--- src/key_lifecycle_pkg.sv ---
// Register map, field layouts and types of the key lifecycle block
// Notes on behaviour
// - Retention keeps 4-bit lifecycle, key-usable bit, 128-bit root key.
// - Retention contents survive while the subsystem is disabled.
// - Any reset sets lifecycle state to Secure and clears key-usable bit and root key.
// - Only Debug or Secure written to the lifecycle field count as valid.
// - Validity flag turns Valid once a valid lifecycle value is written.
// - After reset lifecycle reads Secure and validity reads Invalid.
// - Valid Debug: root-key words take repeated writes, replacing old words.
// - Root key loaded by four write-only words; never readable, still usable.
// - Key-retention status reads 1 once the root key is captured.
// - Key select routes hardwired, root or session key to the AES engine.
// - Hardwired key is a fixed constant, unchangeable by any write.
// - Hardwired key is never exposed on any readable register.
// - A write of 1 locks hardwired-key use until the next reset.
// - Locked hardwired key selected feeds an all-zero key to AES.
// - DMA transaction length limited to at most 2^16-1 bytes.
// - Subsystem enable register sits at offset 0x500.
package key_lifecycle_pkg;

  // ********************************************************
  // Register offsets
  // ********************************************************
  localparam logic [11:0] OFF_ENABLE = 12'h500;
  localparam logic [11:0] OFF_LIFECYCLE = 12'h600;
  localparam logic [11:0] OFF_ROOT_KEY0 = 12'h610;
  localparam logic [11:0] OFF_KEY_STATUS = 12'h620;
  localparam logic [11:0] OFF_KEY_SELECT = 12'h624;
  localparam logic [11:0] OFF_HW_KEY_LOCK = 12'h628;
  localparam logic [11:0] OFF_SESSION_KEY0 = 12'h630;
  localparam logic [11:0] OFF_DMA_LEN = 12'h640;
  localparam logic [11:0] OFF_DMA_STATUS = 12'h644;

  // ********************************************************
  // Field layout and encodings
  // ********************************************************
  localparam int LC_STATE_LSB = 0;
  localparam int LC_VALID_BIT = 8;
  localparam logic [3:0] LC_DEBUG = 4'h0;
  localparam logic [3:0] LC_SECURE = 4'h2;
  localparam int KEY_WORDS = 4;
  localparam int DMA_LEN_BITS = 16;

  // ********************************************************
  // Reset values
  // ********************************************************
  localparam logic [3:0] RST_LC_STATE = LC_SECURE;
  localparam logic RST_ENABLE = 1'b0;

  // Arbitrary hardwired key; neutral value
  localparam logic [127:0] HARDWIRED_KEY =
    128'h0123456789abcdeffedcba9876543210;

  typedef enum logic [1:0] {
    SEL_HARDWIRED = 2'b00,
    SEL_ROOT = 2'b01,
    SEL_SESSION = 2'b11
  } key_sel_t;

  typedef struct packed {
    logic [3:0] lc_state;
    logic lc_valid;
    logic hw_key_locked;
    logic [127:0] root_key;
  } retention_t;

  typedef struct packed {
    logic [127:0] key;
    logic valid;
  } aes_key_t;

endpackage

--- src/crypto_key_lifecycle_ctrl.sv ---
// Register bank and key routing of the security subsystem host interface
`timescale 1ns/1ps
module crypto_key_lifecycle_ctrl (
  // Clock, enable and reset
  input wire logic pclk,
  input wire logic presetn,
  input wire logic ce,
  // APB slave
  input wire logic psel,
  input wire logic penable,
  input wire logic pwrite,
  input wire logic [11:0] paddr,
  input wire logic [31:0] pwdata,
  output logic [31:0] prdata,
  output logic pready,
  output logic pslverr,
  // Subsystem control
  output logic subsystem_on,
  // AES key path
  output key_lifecycle_pkg::aes_key_t aes_key,
  // DMA length check
  output logic [15:0] dma_len,
  output logic dma_len_err
);

  // ********************************************************
  // Bus decode
  // ********************************************************
  logic access;
  logic wr;
  logic [11:0] addr_w;

  assign access = psel && penable && ce;
  assign wr = access && pwrite;
  assign addr_w = {paddr[11:2], 2'b00};

  function automatic logic in_range(input logic [11:0] a,
                                    input logic [11:0] base);
    in_range = (a >= base) && (a < base + 12'h010);
  endfunction

  function automatic logic [3:0] word_hot(input logic [11:0] a);
    word_hot = 4'h1 << a[3:2];
  endfunction

  function automatic logic mapped(input logic [11:0] a);
    mapped = (a == key_lifecycle_pkg::OFF_ENABLE) ||
             (a == key_lifecycle_pkg::OFF_LIFECYCLE) ||
             in_range(a, key_lifecycle_pkg::OFF_ROOT_KEY0) ||
             (a == key_lifecycle_pkg::OFF_KEY_STATUS) ||
             (a == key_lifecycle_pkg::OFF_KEY_SELECT) ||
             (a == key_lifecycle_pkg::OFF_HW_KEY_LOCK) ||
             in_range(a, key_lifecycle_pkg::OFF_SESSION_KEY0) ||
             (a == key_lifecycle_pkg::OFF_DMA_LEN) ||
             (a == key_lifecycle_pkg::OFF_DMA_STATUS);
  endfunction

  // ********************************************************
  // Retention domain
  // ********************************************************
  key_lifecycle_pkg::retention_t ret;
  logic [3:0] key_written;
  logic lc_we;
  logic lock_we;
  logic [3:0] key_we;
  logic secure_valid;

  assign secure_valid = ret.lc_valid &&
                        ret.lc_state == key_lifecycle_pkg::LC_SECURE;
  assign lc_we = wr && addr_w == key_lifecycle_pkg::OFF_LIFECYCLE;
  assign lock_we = wr && addr_w == key_lifecycle_pkg::OFF_HW_KEY_LOCK &&
                   pwdata[0];
  // Valid Secure state blocks a second write to the same word
  assign key_we = (wr && in_range(addr_w, key_lifecycle_pkg::OFF_ROOT_KEY0))
                  ? (word_hot(addr_w) & ~(secure_valid ? key_written : 4'h0))
                  : 4'h0;

  retention_domain u_ret (
    .pclk(pclk),
    .presetn(presetn),
    .ce(ce),
    .lc_we(lc_we),
    .lc_wdata(pwdata[3:0]),
    .lock_we(lock_we),
    .key_we(key_we),
    .key_wdata(pwdata),
    .ret(ret),
    .key_written(key_written)
  );

  // ********************************************************
  // Control registers
  // ********************************************************
  logic enable_q;
  key_lifecycle_pkg::key_sel_t key_sel_q;
  logic [127:0] session_key_q;
  logic [15:0] dma_len_q;
  logic dma_err_q;
  logic [3:0] sess_we;

  assign sess_we = in_range(addr_w, key_lifecycle_pkg::OFF_SESSION_KEY0)
                   ? word_hot(addr_w) : 4'h0;

  always_ff @(posedge pclk or negedge presetn) begin
    if (!presetn) begin
      enable_q <= key_lifecycle_pkg::RST_ENABLE;
    end else if (wr && addr_w == key_lifecycle_pkg::OFF_ENABLE) begin
      enable_q <= pwdata[0];
    end
  end

  always_ff @(posedge pclk or negedge presetn) begin
    if (!presetn) begin
      key_sel_q <= key_lifecycle_pkg::SEL_HARDWIRED;
    end else if (wr && addr_w == key_lifecycle_pkg::OFF_KEY_SELECT) begin
      unique case (pwdata[1:0])
        2'b00: key_sel_q <= key_lifecycle_pkg::SEL_HARDWIRED;
        2'b01: key_sel_q <= key_lifecycle_pkg::SEL_ROOT;
        default: key_sel_q <= key_lifecycle_pkg::SEL_SESSION;
      endcase
    end
  end

  genvar i;
  generate
    for (i = 0; i < key_lifecycle_pkg::KEY_WORDS; i++) begin : g_sess
      always_ff @(posedge pclk or negedge presetn) begin
        if (!presetn) begin
          session_key_q[32*i +: 32] <= 32'h0;
        end else if (wr && sess_we[i]) begin
          session_key_q[32*i +: 32] <= pwdata;
        end
      end
    end
  endgenerate

  // Length over 2^16-1 is refused and flagged, old length kept
  always_ff @(posedge pclk or negedge presetn) begin
    if (!presetn) begin
      dma_len_q <= 16'h0;
      dma_err_q <= 1'b0;
    end else if (wr && addr_w == key_lifecycle_pkg::OFF_DMA_LEN) begin
      if (|pwdata[31:key_lifecycle_pkg::DMA_LEN_BITS]) begin
        dma_err_q <= 1'b1;
      end else begin
        dma_len_q <= pwdata[15:0];
        dma_err_q <= 1'b0;
      end
    end
  end

  // ********************************************************
  // Key routing
  // ********************************************************
  key_lifecycle_pkg::aes_key_t aes_key_q;

  // Registered so no key bit ever goes through read mux logic
  always_ff @(posedge pclk or negedge presetn) begin
    if (!presetn) begin
      aes_key_q <= '0;
    end else if (ce) begin
      aes_key_q.valid <= enable_q;
      unique case (key_sel_q)
        key_lifecycle_pkg::SEL_HARDWIRED: begin
          aes_key_q.key <= ret.hw_key_locked ? 128'h0 :
                           key_lifecycle_pkg::HARDWIRED_KEY;
        end
        key_lifecycle_pkg::SEL_ROOT: begin
          aes_key_q.key <= ret.root_key;
        end
        key_lifecycle_pkg::SEL_SESSION: begin
          aes_key_q.key <= session_key_q;
        end
        default: begin
          aes_key_q.key <= 128'h0;
        end
      endcase
    end
  end

  // ********************************************************
  // Read path and answer
  // ********************************************************
  logic [31:0] rdata_d;
  logic [31:0] prdata_q;
  logic pready_q;
  logic pslverr_q;
  logic on_q;
  logic [15:0] dma_out_q;
  logic dma_err_out_q;

  // Key words read as zero: neither key can leak here
  always_comb begin
    rdata_d = 32'h0;
    if (addr_w == key_lifecycle_pkg::OFF_ENABLE) begin
      rdata_d[0] = enable_q;
    end else if (addr_w == key_lifecycle_pkg::OFF_LIFECYCLE) begin
      rdata_d[3:0] = ret.lc_state;
      rdata_d[key_lifecycle_pkg::LC_VALID_BIT] = ret.lc_valid;
    end else if (addr_w == key_lifecycle_pkg::OFF_KEY_STATUS) begin
      rdata_d[0] = &key_written;
    end else if (addr_w == key_lifecycle_pkg::OFF_KEY_SELECT) begin
      rdata_d[1:0] = key_sel_q;
    end else if (addr_w == key_lifecycle_pkg::OFF_HW_KEY_LOCK) begin
      rdata_d[0] = ret.hw_key_locked;
    end else if (addr_w == key_lifecycle_pkg::OFF_DMA_LEN) begin
      rdata_d[15:0] = dma_len_q;
    end else if (addr_w == key_lifecycle_pkg::OFF_DMA_STATUS) begin
      rdata_d[0] = dma_err_q;
    end
  end

  // One wait state: setup, first access cycle, answer in the second
  always_ff @(posedge pclk or negedge presetn) begin
    if (!presetn) begin
      pready_q <= 1'b0;
      pslverr_q <= 1'b0;
      prdata_q <= 32'h0;
    end else if (ce) begin
      pready_q <= psel && penable && !pready_q;
      pslverr_q <= psel && penable && !pready_q && !mapped(addr_w);
      prdata_q <= (psel && penable && !pready_q && !pwrite) ?
                  rdata_d : 32'h0;
    end
  end

  always_ff @(posedge pclk or negedge presetn) begin
    if (!presetn) begin
      on_q <= 1'b0;
      dma_out_q <= 16'h0;
      dma_err_out_q <= 1'b0;
    end else if (ce) begin
      on_q <= enable_q;
      dma_out_q <= dma_len_q;
      dma_err_out_q <= dma_err_q;
    end
  end

  assign prdata = prdata_q;
  assign pready = pready_q;
  assign pslverr = pslverr_q;
  assign subsystem_on = on_q;
  assign aes_key = aes_key_q;
  assign dma_len = dma_out_q;
  assign dma_len_err = dma_err_out_q;

endmodule

--- src/retention_domain.sv ---
// Always-on retention storage for lifecycle and root key
`timescale 1ns/1ps
module retention_domain (
  // Clock and reset
  input wire logic pclk,
  input wire logic presetn,
  input wire logic ce,
  // Updates
  input wire logic lc_we,
  input wire logic [3:0] lc_wdata,
  input wire logic lock_we,
  input wire logic [3:0] key_we,
  input wire logic [31:0] key_wdata,
  // Contents
  output key_lifecycle_pkg::retention_t ret,
  output logic [3:0] key_written
);

  key_lifecycle_pkg::retention_t ret_q;
  logic [3:0] written_q;

  assign ret = ret_q;
  assign key_written = written_q;

  // Not gated by the subsystem enable, so secrets survive power-down
  always_ff @(posedge pclk or negedge presetn) begin
    if (!presetn) begin
      ret_q.lc_state <= key_lifecycle_pkg::RST_LC_STATE;
      ret_q.lc_valid <= 1'b0;
    end else if (ce && lc_we) begin
      if (lc_wdata == key_lifecycle_pkg::LC_DEBUG ||
          lc_wdata == key_lifecycle_pkg::LC_SECURE) begin
        ret_q.lc_state <= lc_wdata;
        ret_q.lc_valid <= 1'b1;
      end
    end
  end

  always_ff @(posedge pclk or negedge presetn) begin
    if (!presetn) begin
      ret_q.hw_key_locked <= 1'b0;
    end else if (ce && lock_we) begin
      ret_q.hw_key_locked <= 1'b1;
    end
  end

  genvar i;
  generate
    for (i = 0; i < key_lifecycle_pkg::KEY_WORDS; i++) begin : g_word
      always_ff @(posedge pclk or negedge presetn) begin
        if (!presetn) begin
          ret_q.root_key[32*i +: 32] <= 32'h0;
          written_q[i] <= 1'b0;
        end else if (ce && key_we[i]) begin
          ret_q.root_key[32*i +: 32] <= key_wdata;
          written_q[i] <= 1'b1;
        end
      end
    end
  endgenerate

endmodule

--- config.mk ---
export PLATFORM = sky130hd
export DESIGN_NAME = crypto_key_lifecycle_ctrl
export DESIGN_NICKNAME = d
export VERILOG_FILES = /design/src/key_lifecycle_pkg.sv /design/src/crypto_key_lifecycle_ctrl.sv /design/src/retention_domain.sv
export SDC_FILE = /design/constraint.sdc
export NUM_CORES = 1
export LEC_CHECK = 0
export BUFFER_PORTS_ARGS = -buffer_cell sky130_fd_sc_hd__buf_2
export CAP_MARGIN = 10
export CORE_UTILIZATION = 30
export CTS_CLUSTER_DIAMETER = 30
export DETAILED_ROUTE_END_ITERATION = 8
export RECOVER_POWER = 25
export SLEW_MARGIN = 20
export SYNTH_ARGS = -nofsm -noshare
export SYNTH_HDL_FRONTEND = slang
export SYNTH_SLANG_ARGS = --single-unit
--- constraint.sdc ---
create_clock -name pclk -period 3 [get_ports pclk]
set_clock_uncertainty 0.1 [all_clocks]
set_input_delay 0.6 -clock pclk [delete_from_list [all_inputs] [get_ports pclk]]
set_output_delay 0.6 -clock pclk [all_outputs]
set_load 0.01 [all_outputs]
# Yosys cells after proc, flatten, opt, wreduce, memory -nomap -nowiden

Cells that the tools add are included.

Register bits after elaboration: 466
Bits of input ports: 50

Order comparisons: 4
Eq/ne operators: 12
Shift operators: 1
Multiplexer cells: 27
Bitwise gates (word level): 3
Reduce and logical (&&, ||, !) cells: 45

Operators with widths:

| kind                                                                | number |
|---|---|
| case mux 128 bit (3 select lines)                                   | 1 |
| 2-to-1 mux 121 bit                                                  | 1 |
| 2-to-1 mux 15 bit                                                   | 8 |
| == test 10 x 9 -> 1 bit, second input constant                      | 7 |
| logical AND 1 bit                                                   | 26 |
| greater-or-equal comparator 12 x 11 -> 1 bit, second input constant | 2 |
| < comparator 12 x 11 -> 1 bit, second input constant                | 2 |
| 2-to-1 mux 4 bit                                                    | 5 |
| 2-to-1 mux 16 bit                                                   | 1 |
| OR reduction 16 bit                                                 | 1 |
| 2-to-1 mux 14 bit                                                   | 1 |
| logical OR 1 bit                                                    | 9 |
| == test 4 x 2 -> 1 bit, second input constant                       | 2 |
| 2-to-1 mux 1 bit                                                    | 7 |
| 2-to-1 mux 7 bit                                                    | 1 |
| bitwise AND 4 bit                                                   | 1 |
| == test 2 x 1 -> 1 bit, second input constant                       | 2 |
| logical NOT 2 bit                                                   | 2 |
| logical NOT 4 bit                                                   | 1 |
| inverter 4 bit                                                      | 1 |
| case mux 2 bit (2 select lines)                                     | 1 |
| AND reduction 2 bit                                                 | 2 |
| AND reduction 4 bit                                                 | 1 |
| << shifter 1 x 2 -> 4 bit, first input constant                     | 1 |
| other kinds (4)                                                     | 6 |

# Longest topological paths before layout

Gate-level depths: netlist of run 1.

Depth after elaboration: 12
Gate-level depth with buffers: 7
Depth with buffers taken out: 4

# Hierarchy

Synthesis of run 1 repeated with hierarchy kept, for this count alone.

Cell total of the unflattened synthesis: 1424
Area total of the unflattened synthesis: 18569.1 um2

By module, submodules not included:

| module                    | times used | cells each | area an instance (um2) | sequential area each (um2) |
|---|---|---|---|---|
| crypto_key_lifecycle_ctrl | 1          | 1129       | 13503.0                | 7807.5 |
| retention_domain          | 1          | 295        | 5066.1                 | 3454.6 |

# Worst setup path before layout of run 1

Ideal clock, no wire load.

Path kind: input port to flip-flop
From: input ce
To: register u_ret.ret_q (netlist bit u_ret.ret[36])
Setup time: 0.125 ns
Data arrival time: 2.330 ns
Slack: 0.446 ns
Stages on the path: 7
Path through: buf_2 and4_1 clkbuf_2 nand3_4 nor4_4 buf_6 mux2_2

Word-level cells in the longest chain between the ends: 5

Ends and longest elaborated chain:

| element             | line                            | source |
|---|---|---|
| start, declared     | crypto_key_lifecycle_ctrl.sv:7  | `input wire logic ce,` |
| logical AND 1 bit   | crypto_key_lifecycle_ctrl.sv:33 | `assign access = psel && penable && ce;` |
| logical AND 1 bit   | crypto_key_lifecycle_ctrl.sv:34 | `assign wr = access && pwrite;` |
| logical AND 1 bit   | crypto_key_lifecycle_ctrl.sv:74 | `assign key_we = (wr && in_range(addr_w, key_lifecycle_pkg::OFF_ROOT_KEY0))` |
| 2-to-1 mux 4 bit    | crypto_key_lifecycle_ctrl.sv:75 | `? (word_hot(addr_w) & ~(secure_valid ? key_written : 4'h0))` |
| logical AND 1 bit * | retention_domain.sv:54          | `end else if (ce && key_we[i]) begin` |
| end, declared       | retention_domain.sv:19          | `key_lifecycle_pkg::retention_t ret_q;` |

Mark *: on every way between the ends. The rest lies on a longest branch, timed or not.
A chain may end at the register's enable or synchronous reset.

# Worst setup path in the final report of run 1

From: register u_ret.ret_q (netlist bit u_ret.ret[131])
To: register u_ret.ret_q (netlist bit u_ret.ret[97])

Word-level cells in the longest chain between the ends: 7

Ends and longest elaborated chain:

| element                | line                            | source |
|---|---|---|
| == test 4 x 2 -> 1 bit | crypto_key_lifecycle_ctrl.sv:69 | `ret.lc_state == key_lifecycle_pkg::LC_SECURE;` |
| logical AND 1 bit      | crypto_key_lifecycle_ctrl.sv:68 | `assign secure_valid = ret.lc_valid &&` |
| 2-to-1 mux 4 bit       | crypto_key_lifecycle_ctrl.sv:75 |  |
| inverter 4 bit         | crypto_key_lifecycle_ctrl.sv:75 |  |
| bitwise AND 4 bit      | crypto_key_lifecycle_ctrl.sv:75 |  |
| 2-to-1 mux 4 bit       | crypto_key_lifecycle_ctrl.sv:75 |  |
| logical AND 1 bit      | retention_domain.sv:54          |  |

No other way between the ends.

==> results.py, run 1 <==
metrics = {
    "grt": {
        "grt_pass1_vias": 13200,
        "grt_start_max_net_pins": 151,
        "gr-usage-all-layers_pct": 16.9,
        "gr-total-overflow": 0,
        "antenna_found_initial": 3,
        "grt_pass1_wl_um": 81700,
    },
    "drt": {
        "routedWlPerCell_um": 20.4,
        "drc": 0,
        "wl_um": 53100,
        "antenna_left": 0,
        "drtIter0Drc": 796,
        "vias": 12700,
        "drt_pass1_iterations": 5,
        "via_per_inst": 4.87,
    },
    "clock_network": {
        "cts_resized": 0,
        "cts.path.max_buffers": 3,
        "clock_sinks": 450,
        "clk_pin_slew_ns": 0.04,
        "clk_latency_ns": 0.62,
        "root_buffer": "clkbuf_16",
        "cts_max_level": 3,
        "numCtsBuffers": 98,
        "cts_tree": "done",
    },
    "placed_design": {
        "placed_cell_area_sq_um": 21000,
        "io_buffers": 212,
        "gp_congestion": 0.753,
        "post-dp-hpwl_um": 32400,
    },
    "logic_synthesis": {
        "ys_warn_count": 0,
        "synth-edff-count": 0,
        "synthTopCellsByArea": "dfrtp_1 (60%), mux2_2 (16%), a21oi_1 (5.3%)",
        "synth-seq-cells": 450,
        "synth-seq-area-share_pct": 59.7,
        "synth_top_area_cell": "dfrtp_1",
        "synth_ff_type": "dfrtp_1",
        "syn_area_per_cell_sq_um": 13.1,
        "synth_cells": 1436,
        "synth_top_area_share_pct": 59.6,
        "syn_area_sq_um": 18900,
        "ys_types": 53,
        "postSynth.asyncResetShare_pct": 100,
    },
    "floorplan": {
        "die_w_um": 253,
        "rows": 91,
        "io_pins": 231,
        "die_h_um": 253,
        "core_area_sq_um": 61900,
        "die_area_sq_um": 63900,
        "floorplan.initialDensity_pct": 30.5,
    },
    "run": {
        "cap_violations": 0,
    },
    "critical_path": {
        "cp_cell_sequence": "nand4bb_1, o311ai_0, nor4_4, buf_4, mux2_1",
        "cp.arrival_ns": 2.70,
        "cpMaxStageDelayCell": "o311ai_0",
        "crit_type": "register to register",
        "worstSetupEndpointType": "register",
        "critPathMaxStageDelay_ns": 0.63,
        "critPathLaunchType": "register",
        "critPathMaxFanout": 11,
        "critPathRequiredTime_ns": 3.40,
    },
    "layout": {
        "fin_area_sq_um": 24300,
        "synthToLayoutAreaGrowth_pct": 29.0,
        "final_cell_mix": "dfrtp_1 (447), mux2_2 (270), buf_2 (210), a21oi_1 (198), clkbuf_16 (100)",
        "drive_gt1_share_pct": 40.8,
        "final_common_cell": "dfrtp_1",
        "fin_nets": 1731,
        "diodes": 0,
    },
    "pwr": {
        "vdd_ir_drop_max_mv": 0.502,
        "power.leakage_uw": 0.0117,
        "power_uw": 17800,
        "p_per_area_nw_per_um2": 731,
    },
    "status": {
        "outcome": "finished clean",
    },
    "timing": {
        "rsz0062_at_grt": "false",
        "worstMarginPinSlew_ns": 1.16,
        "setup_viol": 0,
        "relSlewSlack_pct": 22.8,
        "period_share_pct": 76.7,
        "slew_violations": 0,
        "hold_violations": 0,
        "setup-tns-final_ns": 0,
        "fmax_mhz": 435,
        "hold_slack_ns": 0.230,
        "fin_crit_ns": 2.30,
    },
    "hold_path": {
        "hold_path.class": "input port to register",
    },
}
==> kinds of logic after synthesis <==
logic type / count (synthesis) / share of synthesized area, %
flip-flops: 450 / 59.7
multiplexers: 359 / 21.2
AO/OA/AOI/OAI: 298 / 9.80
AND/OR/NAND/NOR: 199 / 5.65
buffers and inverters: 129 / 3.65
other: 1 / 0.0199
==> final timing paths <==
kind,cells past startpoint,slack [ns],from,to
worst min register to register,1,0.38,aes_key[12]$_DFFE_PN0P_,aes_key[12]$_DFFE_PN0P_
max in group asynchronous,3,0.82,presetn,key_sel_q[1]$_DFFE_PN0P_
worst max-delay path,5,0.70,u_ret.ret[131]$_DFFE_PN1P_,u_ret.ret[97]$_DFFE_PN0P_
min in group asynchronous,2,0.43,presetn,u_ret.ret[6]$_DFFE_PN0P_
worst max register to register,5,0.70,u_ret.ret[131]$_DFFE_PN1P_,u_ret.ret[97]$_DFFE_PN0P_
worst min-delay path,4,0.23,pwrite,prdata[0]$_DFFE_PN0P_
==> power by group <==
group / total (uW) / internal, uW / switching (uW)
sequential: 6190 / 6150 / 39.7
clock: 11000 / 7500 / 3510
combinational: 586 / 140 / 446
total: 17800 / 13800 / 3990
==> stage by stage <==
stage	setup slack, ns	util, %	instances
3_5_place_dp	0.268	33.8	2417
2_1_floorplan	0.446	-	1451
5_1_grt	0.502	39.3	2601
3_3_place_gp	0.305	33.8	2417
6_report	0.700	39.3	2601
4_1_cts	0.698	39.4	2601
==> layout make-up <==
class                           count  area (sq um)
Clock inverter                     59           754
Tap cell                          837          1050
Sequential cell                   450         11300
Fill cell                        5881         37600
Clock buffer                      124          2700
Timing Repair Buffer              251          1560
Inverter                            8          31.3
Multi-Input combinational cell    872          6970
==> layer usage <==
metal	global-route usage [%]	wire length, um	vias to the layer above
met2	26.6	24700	385
met1	22.7	24300	6528
met5	0	13	-
met4	6.29	1220	2
li1	-	-	5663
met3	3.60	2860	91
==> registers in the layout (all words and copies together), names as in the netlist <==
signal and flops:
subsystem_on 1, pready 1, prdata 16, enable_q 1, aes_key 128, key_sel_q 2
dma_len_err 1, dma_err_q 1, dma_len_q 16, dma_len 16, pslverr 1, u_ret.ret 134
u_ret.key_written 4, session_key_q 128
==> timing repair <==
item                                    in CTS  in global routing
endpoints found under the setup margin       0                  0
hold endpoints to repair                    47                  0
buffers inserted                             0                  0
hold buffers                                 1                  0
==> cell usage after synthesis (6+ instances only) <==
| master | number |
|---|---|
| mux2_1 | 14 |
| buf_2 | 6 |
| buf_6 | 8 |
| clkbuf_1 | 55 |
| inv_1 | 7 |
| mux2_4 | 9 |
| nor4_4 | 9 |
| a21oi_1 | 198 |
| buf_1 | 18 |
| o2bb2ai_1 | 69 |
| dfrtp_1 | 449 |
| nor2_1 | 71 |
| a22o_1 | 11 |
| mux2i_1 | 66 |
| nand2_1 | 74 |
| mux2_2 | 270 |
| buf_4 | 32 |
==> critical path, delay by kind of cell (launching register included) <==
family	cells	cell delay, ns
AO/OA/AOI/OAI	1	0.63
multiplexers	1	0.32
AND/OR/NAND/NOR	2	0.36
flip-flops	1	0.53
buffers and inverters	1	0.23
No activity file was read; power rests on OpenSTA's default activity.
==> run 2: changes to the inputs <==
==> constraint.sdc (replaced) <==
create_clock -name pclk -period 1.89 [get_ports pclk]
set_clock_uncertainty 0.1 [all_clocks]
set_input_delay 0.378 -clock pclk [delete_from_list [all_inputs] [get_ports pclk]]
set_output_delay 0.378 -clock pclk [all_outputs]
set_load 0.01 [all_outputs]
==> results.py, run 2 (synthesized netlist as in run 1, its figures left out) <==
metrics = {
    "pwr": {
        "swShare_pct": 23.1,
        "vdd_ir_drop_max_mv": 0.744,
        "p_clk_share_pct": 61.0,
        "p_per_area_nw_per_um2": 1070,
        "internal-power_uw": 21400,
        "power.leakage_uw": 0.0123,
        "p_switching_uw": 6430,
        "combPwrFrac_pct": 3.8,
        "sequentialPowerShare_pct": 35.3,
    },
    "clock_network": {
        "cts_tree": "done",
        "clock_sinks": 450,
        "cts_max_level": 3,
        "cts.path.max_buffers": 3,
        "clk_pin_slew_ns": 0.05,
        "root_buffer": "clkbuf_16",
        "clk_latency_ns": 0.63,
        "numCtsBuffers": 94,
    },
    "critical_path": {
        "r2r_setup_slack_ns": -0.14,
        "critPathRequiredTime_ns": 2.28,
        "r2r-start": "u_ret.ret[131]$_DFFE_PN1P_",
        "crit_type": "register to register",
        "cp.arrival_ns": 2.42,
        "worstSetupEndpointType": "register",
        "worstRegToRegCells": 7,
        "rr_endpoint": "u_ret.ret[108]$_DFFE_PN0P_",
        "crit_end": "u_ret.ret[108]$_DFFE_PN0P_",
        "startpoint": "u_ret.ret[131]$_DFFE_PN1P_",
        "critPathMaxFanout": 9,
        "critPathLaunchType": "register",
    },
    "timing": {
        "fin_crit_ns": 2.03,
        "fin_ws_ns": -0.138,
        "period_share_pct": 107,
        "worstMarginPinSlew_ns": 1.33,
        "hold_violations": 0,
        "setup-tns-final_ns": -11.56,
        "slew_violations": 0,
        "setup_viol": 122,
        "hold_slack_ns": 0.0917,
        "rsz0062_at_grt": "true",
        "relSlewSlack_pct": 11.0,
        "fmax_mhz": 493,
    },
    "layout": {
        "diodes": 0,
        "fin_nets": 1808,
        "final_cell_mix": "dfrtp_1 (447), mux2_4 (260), buf_2 (211), a21oi_1 (198), clkbuf_16 (95)",
        "regArea_sq_um": 11300,
        "multi_input_comb_area_sq_um": 7980,
        "largest_register_ffs": 134,
        "drive_gt1_share_pct": 44.7,
        "final_common_cell": "dfrtp_1",
        "fin_area_sq_um": 26100,
        "fillers": 5730,
        "fin_util_pct": 42.1,
        "synthToLayoutAreaGrowth_pct": 38.1,
    },
    "grt": {
        "antenna_found_initial": 1,
        "gr-usage-all-layers_pct": 17.8,
        "gr-total-overflow": 0,
        "grt_start_max_net_pins": 105,
        "grt_pass1_vias": 13900,
        "grt_pass1_wl_um": 86500,
    },
    "placed_design": {
        "post-dp-hpwl_um": 36700,
        "io_buffers": 212,
        "gp_congestion": 0.807,
        "placed_cell_area_sq_um": 22700,
    },
    "floorplan": {
        "io_pins": 231,
        "die_area_sq_um": 63900,
        "die_h_um": 253,
        "core_area_sq_um": 61900,
        "rows": 91,
        "floorplan.initialDensity_pct": 30.5,
        "die_w_um": 253,
    },
    "status": {
        "violations": "setup timing",
        "outcome": "finished with violations",
    },
    "drt": {
        "drt_pass1_iterations": 5,
        "met3_length_um": 3000,
        "dr_wl_met2_um": 25600,
        "met1Wirelength_um": 26400,
        "antenna_left": 0,
        "vias": 12900,
        "drtIter0Drc": 838,
        "via_per_inst": 4.83,
        "drc": 0,
        "top_layer": "met4",
        "routedWlPerCell_um": 21.0,
        "wl_um": 56100,
    },
    "run": {
        "cap_violations": 0,
    },
    "hold_path": {
        "hold_path.class": "input port to register",
        "hold_depth": 3,
    },
}
[run 2: how the worst min path moves through the flow]
stage | from | end | slack [ns]
2_1_floorplan | presetn | aes_key[100]$_DFFE_PN0P_ | -0.02
3_3_place_gp | presetn | session_key_q[6]$_DFFE_PN0P_ | 0.22
3_5_place_dp | presetn | session_key_q[6]$_DFFE_PN0P_ | 0.22
4_1_cts | pwdata[27] | session_key_q[59]$_DFFE_PN0P_ | 0.06
5_1_grt | pwdata[27] | u_ret.ret[59]$_DFFE_PN0P_ | 0.09
6_report | pwdata[27] | session_key_q[59]$_DFFE_PN0P_ | 0.09
[run 2: layout make-up]
| cell class | count | share of cell area, % |
|---|---|---|
| Clock inverter | 68 | 3.14 |
| Multi-Input combinational cell | 872 | 30.6 |
| Inverter | 8 | 0.125 |
| Clock buffer | 108 | 9.62 |
| Tap cell | 837 | 4.02 |
| Sequential cell | 450 | 43.3 |
| Timing Repair Buffer | 332 | 9.20 |
[run 2: through the flow]
step	setup slack (ns)	cells	total power, uW
3_3_place_gp	-0.907	2498	11000
3_5_place_dp	-0.916	2498	11100
4_1_cts	-0.165	2675	28200
5_1_grt	-0.191	2675	28800
2_1_floorplan	-0.380	1451	10300
6_report	-0.138	2675	27900
[run 2: power groups by stage]
stage | Combinational, uW | Clock (uW) | Sequential, uW
after floorplan | 306 | 0 | 10000
after global routing | 1160 | 17800 | 9830
after global placement | 1060 | 0 | 9980
final | 1050 | 17000 | 9830
after detailed placement | 1080 | 0 | 9980
after CTS | 1090 | 17200 | 9830
[run 2: repair_timing]
item                                    in CTS  in global routing
hold endpoints to repair                   376                  0
endpoints found under the setup margin     146                130
gates resized for setup                      5                  0
pin swaps                                    2                  1
setup buffers                                1                  1
hold buffers                                 1                  0
[run 2: metal layers]
| layer | vias up | global-route usage (%) |
|---|---|---|
| li1 | 5797 | - |
| met1 | 6692 | 25.0 |
| met2 | 365 | 27.4 |
| met3 | 79 | 3.67 |
| met4 | 0 | 5.49 |
| met5 | - | 0 |
[run 2: critical path, cell delays in order (launching register included)]
cell and delay, ns:
dfstp_2 0.55, nand4bb_4 0.16, o311ai_2 0.25, buf_4 0.16
nor4_4 0.04, buf_12 0.16, buf_12 0.16, mux2_4 0.30
==> run 3: changes to the inputs <==
--- a/config.mk
+++ b/config.mk
@@ -11,7 +11,6 @@
 export CTS_CLUSTER_DIAMETER = 30
 export DETAILED_ROUTE_END_ITERATION = 8
 export RECOVER_POWER = 25
-export SLEW_MARGIN = 20
 export SYNTH_ARGS = -nofsm -noshare
 export SYNTH_HDL_FRONTEND = slang
 export SYNTH_SLANG_ARGS = --single-unit
==> constraint.sdc (replaced) <==
create_clock -name pclk -period 2.3 [get_ports pclk]
set_clock_uncertainty 0.1 [all_clocks]
set_input_delay 0.46 -clock pclk [delete_from_list [all_inputs] [get_ports pclk]]
set_output_delay 0.46 -clock pclk [all_outputs]
set_load 0.01 [all_outputs]
==> results.py, run 3 (synthesized netlist as in run 1, its figures left out) <==
metrics = {
    "critical_path": {
        "critical_path.top_delay_family": "compound AO/OA/AOI/OAI gates",
        "worstSetupEndpointType": "register",
        "critPathMaxFanout": 32,
        "cp_cell_sequence": "nand4bb_1, o311ai_0, nor4_4, buf_12, mux2_2",
        "cpMaxStageDelayCell": "o311ai_0",
        "critPathRequiredTime_ns": 2.70,
        "cp.arrival_ns": 2.63,
        "critPathLaunchType": "register",
        "crit_type": "register to register",
        "crit_buf_inv": 1,
        "critPathMaxStageDelay_ns": 0.60,
    },
    "pwr": {
        "sequentialPowerShare_pct": 33.4,
        "power.leakage_uw": 0.0121,
        "internal-power_uw": 18600,
        "combPwrFrac_pct": 3.4,
        "p_per_area_nw_per_um2": 955,
        "p_switching_uw": 5520,
        "p_clk_share_pct": 63.1,
        "vdd_ir_drop_max_mv": 0.532,
        "power_uw": 24200,
        "swShare_pct": 22.9,
    },
    "layout": {
        "largest_register_ffs": 134,
        "final_common_cell": "dfrtp_1",
        "final_cell_mix": "dfrtp_1 (447), mux2_2 (244), buf_2 (210), a21oi_1 (198), clkbuf_16 (107)",
        "drive_gt1_share_pct": 42.8,
        "fin_nets": 1790,
        "synthToLayoutAreaGrowth_pct": 34.1,
        "fin_area_sq_um": 25300,
        "fillers": 5835,
    },
    "floorplan": {
        "rows": 91,
        "die_area_sq_um": 63900,
        "floorplan.initialDensity_pct": 30.5,
        "die_w_um": 253,
        "die_h_um": 253,
        "core_area_sq_um": 61900,
        "io_pins": 231,
    },
    "timing": {
        "setup_viol": 0,
        "fmax_mhz": 448,
        "slew_violations": 0,
        "period_share_pct": 97.0,
        "fin_crit_ns": 2.23,
        "hold_violations": 0,
        "relSlewSlack_pct": 3.74,
        "worstMarginPinSlew_ns": 1.44,
        "rsz0062_at_grt": "false",
    },
    "drt": {
        "drtIter0Drc": 671,
        "drc": 0,
        "routedWlPerCell_um": 20.5,
        "drt_pass1_iterations": 5,
        "wl_um": 54600,
        "via_per_inst": 4.83,
        "antenna_left": 0,
        "vias": 12900,
    },
    "grt": {
        "antenna_found_initial": 5,
        "grtUsageMet2_pct": 26.7,
        "grt_pass1_wl_um": 83900,
        "use_met3_pct": 4.33,
        "grt_start_max_net_pins": 109,
        "gr-usage-all-layers_pct": 17.4,
        "grtUsageMet1_pct": 23.6,
        "top_usage_layer": "met2",
        "grt_pass1_vias": 13800,
        "gr-total-overflow": 0,
    },
    "clock_network": {
        "numCtsBuffers": 106,
        "clk_latency_ns": 0.64,
        "cts_max_level": 3,
        "postCtsSetupBuffers": 0,
        "cts_resized": 0,
        "cts.path.max_buffers": 3,
        "clock_sinks": 450,
        "root_buffer": "clkbuf_16",
        "cts_tree": "done",
        "clk_pin_slew_ns": 0.05,
    },
    "placed_design": {
        "placed_cell_area_sq_um": 21600,
        "io_buffers": 212,
        "post-dp-hpwl_um": 34300,
        "gp_congestion": 0.808,
    },
    "status": {
        "outcome": "finished clean",
    },
    "run": {
        "cap_violations": 0,
    },
    "hold_path": {
        "hold_path.class": "input port to register",
    },
}
[run 3: cell types whose count changed in the layout (fill, tap and decap cells not counted), moves of 3 or more]
cell / delta
inv_8: +3
buf_4: -23
mux2_1: +12
clkbuf_8: +13
clkinv_8: +4
mux2_2: +211
inv_6: -4
clkbuf_1: +13
bufinv_16: -3
mux2_4: -223
clkinvlp_4: -6
buf_12: -3
clkinv_4: -6
clkbuf_16: +12
[run 3: worst paths after layout]
check,start,end,slack (ns),cells after the start
max,u_ret.ret[131]$_DFFE_PN1P_,u_ret.ret[99]$_DFFE_PN0P_,0.07,5
max reg2reg,u_ret.ret[131]$_DFFE_PN1P_,u_ret.ret[99]$_DFFE_PN0P_,0.07,5
max in group asynchronous,presetn,aes_key[33]$_DFFE_PN0P_,0.26,3
min in group asynchronous,presetn,session_key_q[90]$_DFFE_PN0P_,0.55,2
min,pwdata[28],u_ret.ret[124]$_DFFE_PN0P_,0.15,3
min reg2reg,aes_key[41]$_DFFE_PN0P_,aes_key[41]$_DFFE_PN0P_,0.38,1
[run 3: timing repair]
item                                   in CTS  in global routing
endpoints found under the hold margin     364                  0
hold buffers                                1                  0
setup endpoints to repair                   0                  0
[run 3: metal layers]
layer	vias to the layer above	part of all wire, %
met3	96	5.9
li1	5792	-
met2	385	45
met5	-	0.024
met1	6629	47
met4	2	2.4
[run 3: layout make-up]
class	instances	area, sq um	share of cell area (%)
tap	837	1050	4.14
clock buffer	144	3030	12.0
inverter	8	31.3	0.124
clock inverter	56	719	2.84
sequential	450	11300	44.5
antenna	1	2.50	0.00989
multi-input combinational	872	7080	28.0
timing repair buffer	302	2130	8.40
[run 3: stage by stage]
step                setup TNS (ns)  utilization (%)  hold slack (ns)  instances  setup slack, ns
floorplan                   -0.886                -           0.0644       1451          -0.0520
global placement            -71.23             34.9            0.207       2468           -0.349
detailed placement          -59.51             34.9            0.209       2468           -0.374
CTS                              0             40.9           0.0931       2669           0.0762
global route                     0             40.8            0.123       2669           0.0130
finish                           0             40.9            0.146       2670           0.0692
[run 3: tightest hold or removal path, stage by stage]
cell    delay [ns]
buf_2         0.09
buf_4         0.15
mux2_2        0.15
[run 3: power groups by stage]
stage	logic (uW)	clock network, uW	registers, uW
2_1_floorplan	241	0	8230
3_3_place_gp	835	0	8200
3_5_place_dp	851	0	8200
4_1_cts	857	15600	8080
5_1_grt	918	16000	8080
6_report	829	15300	8080
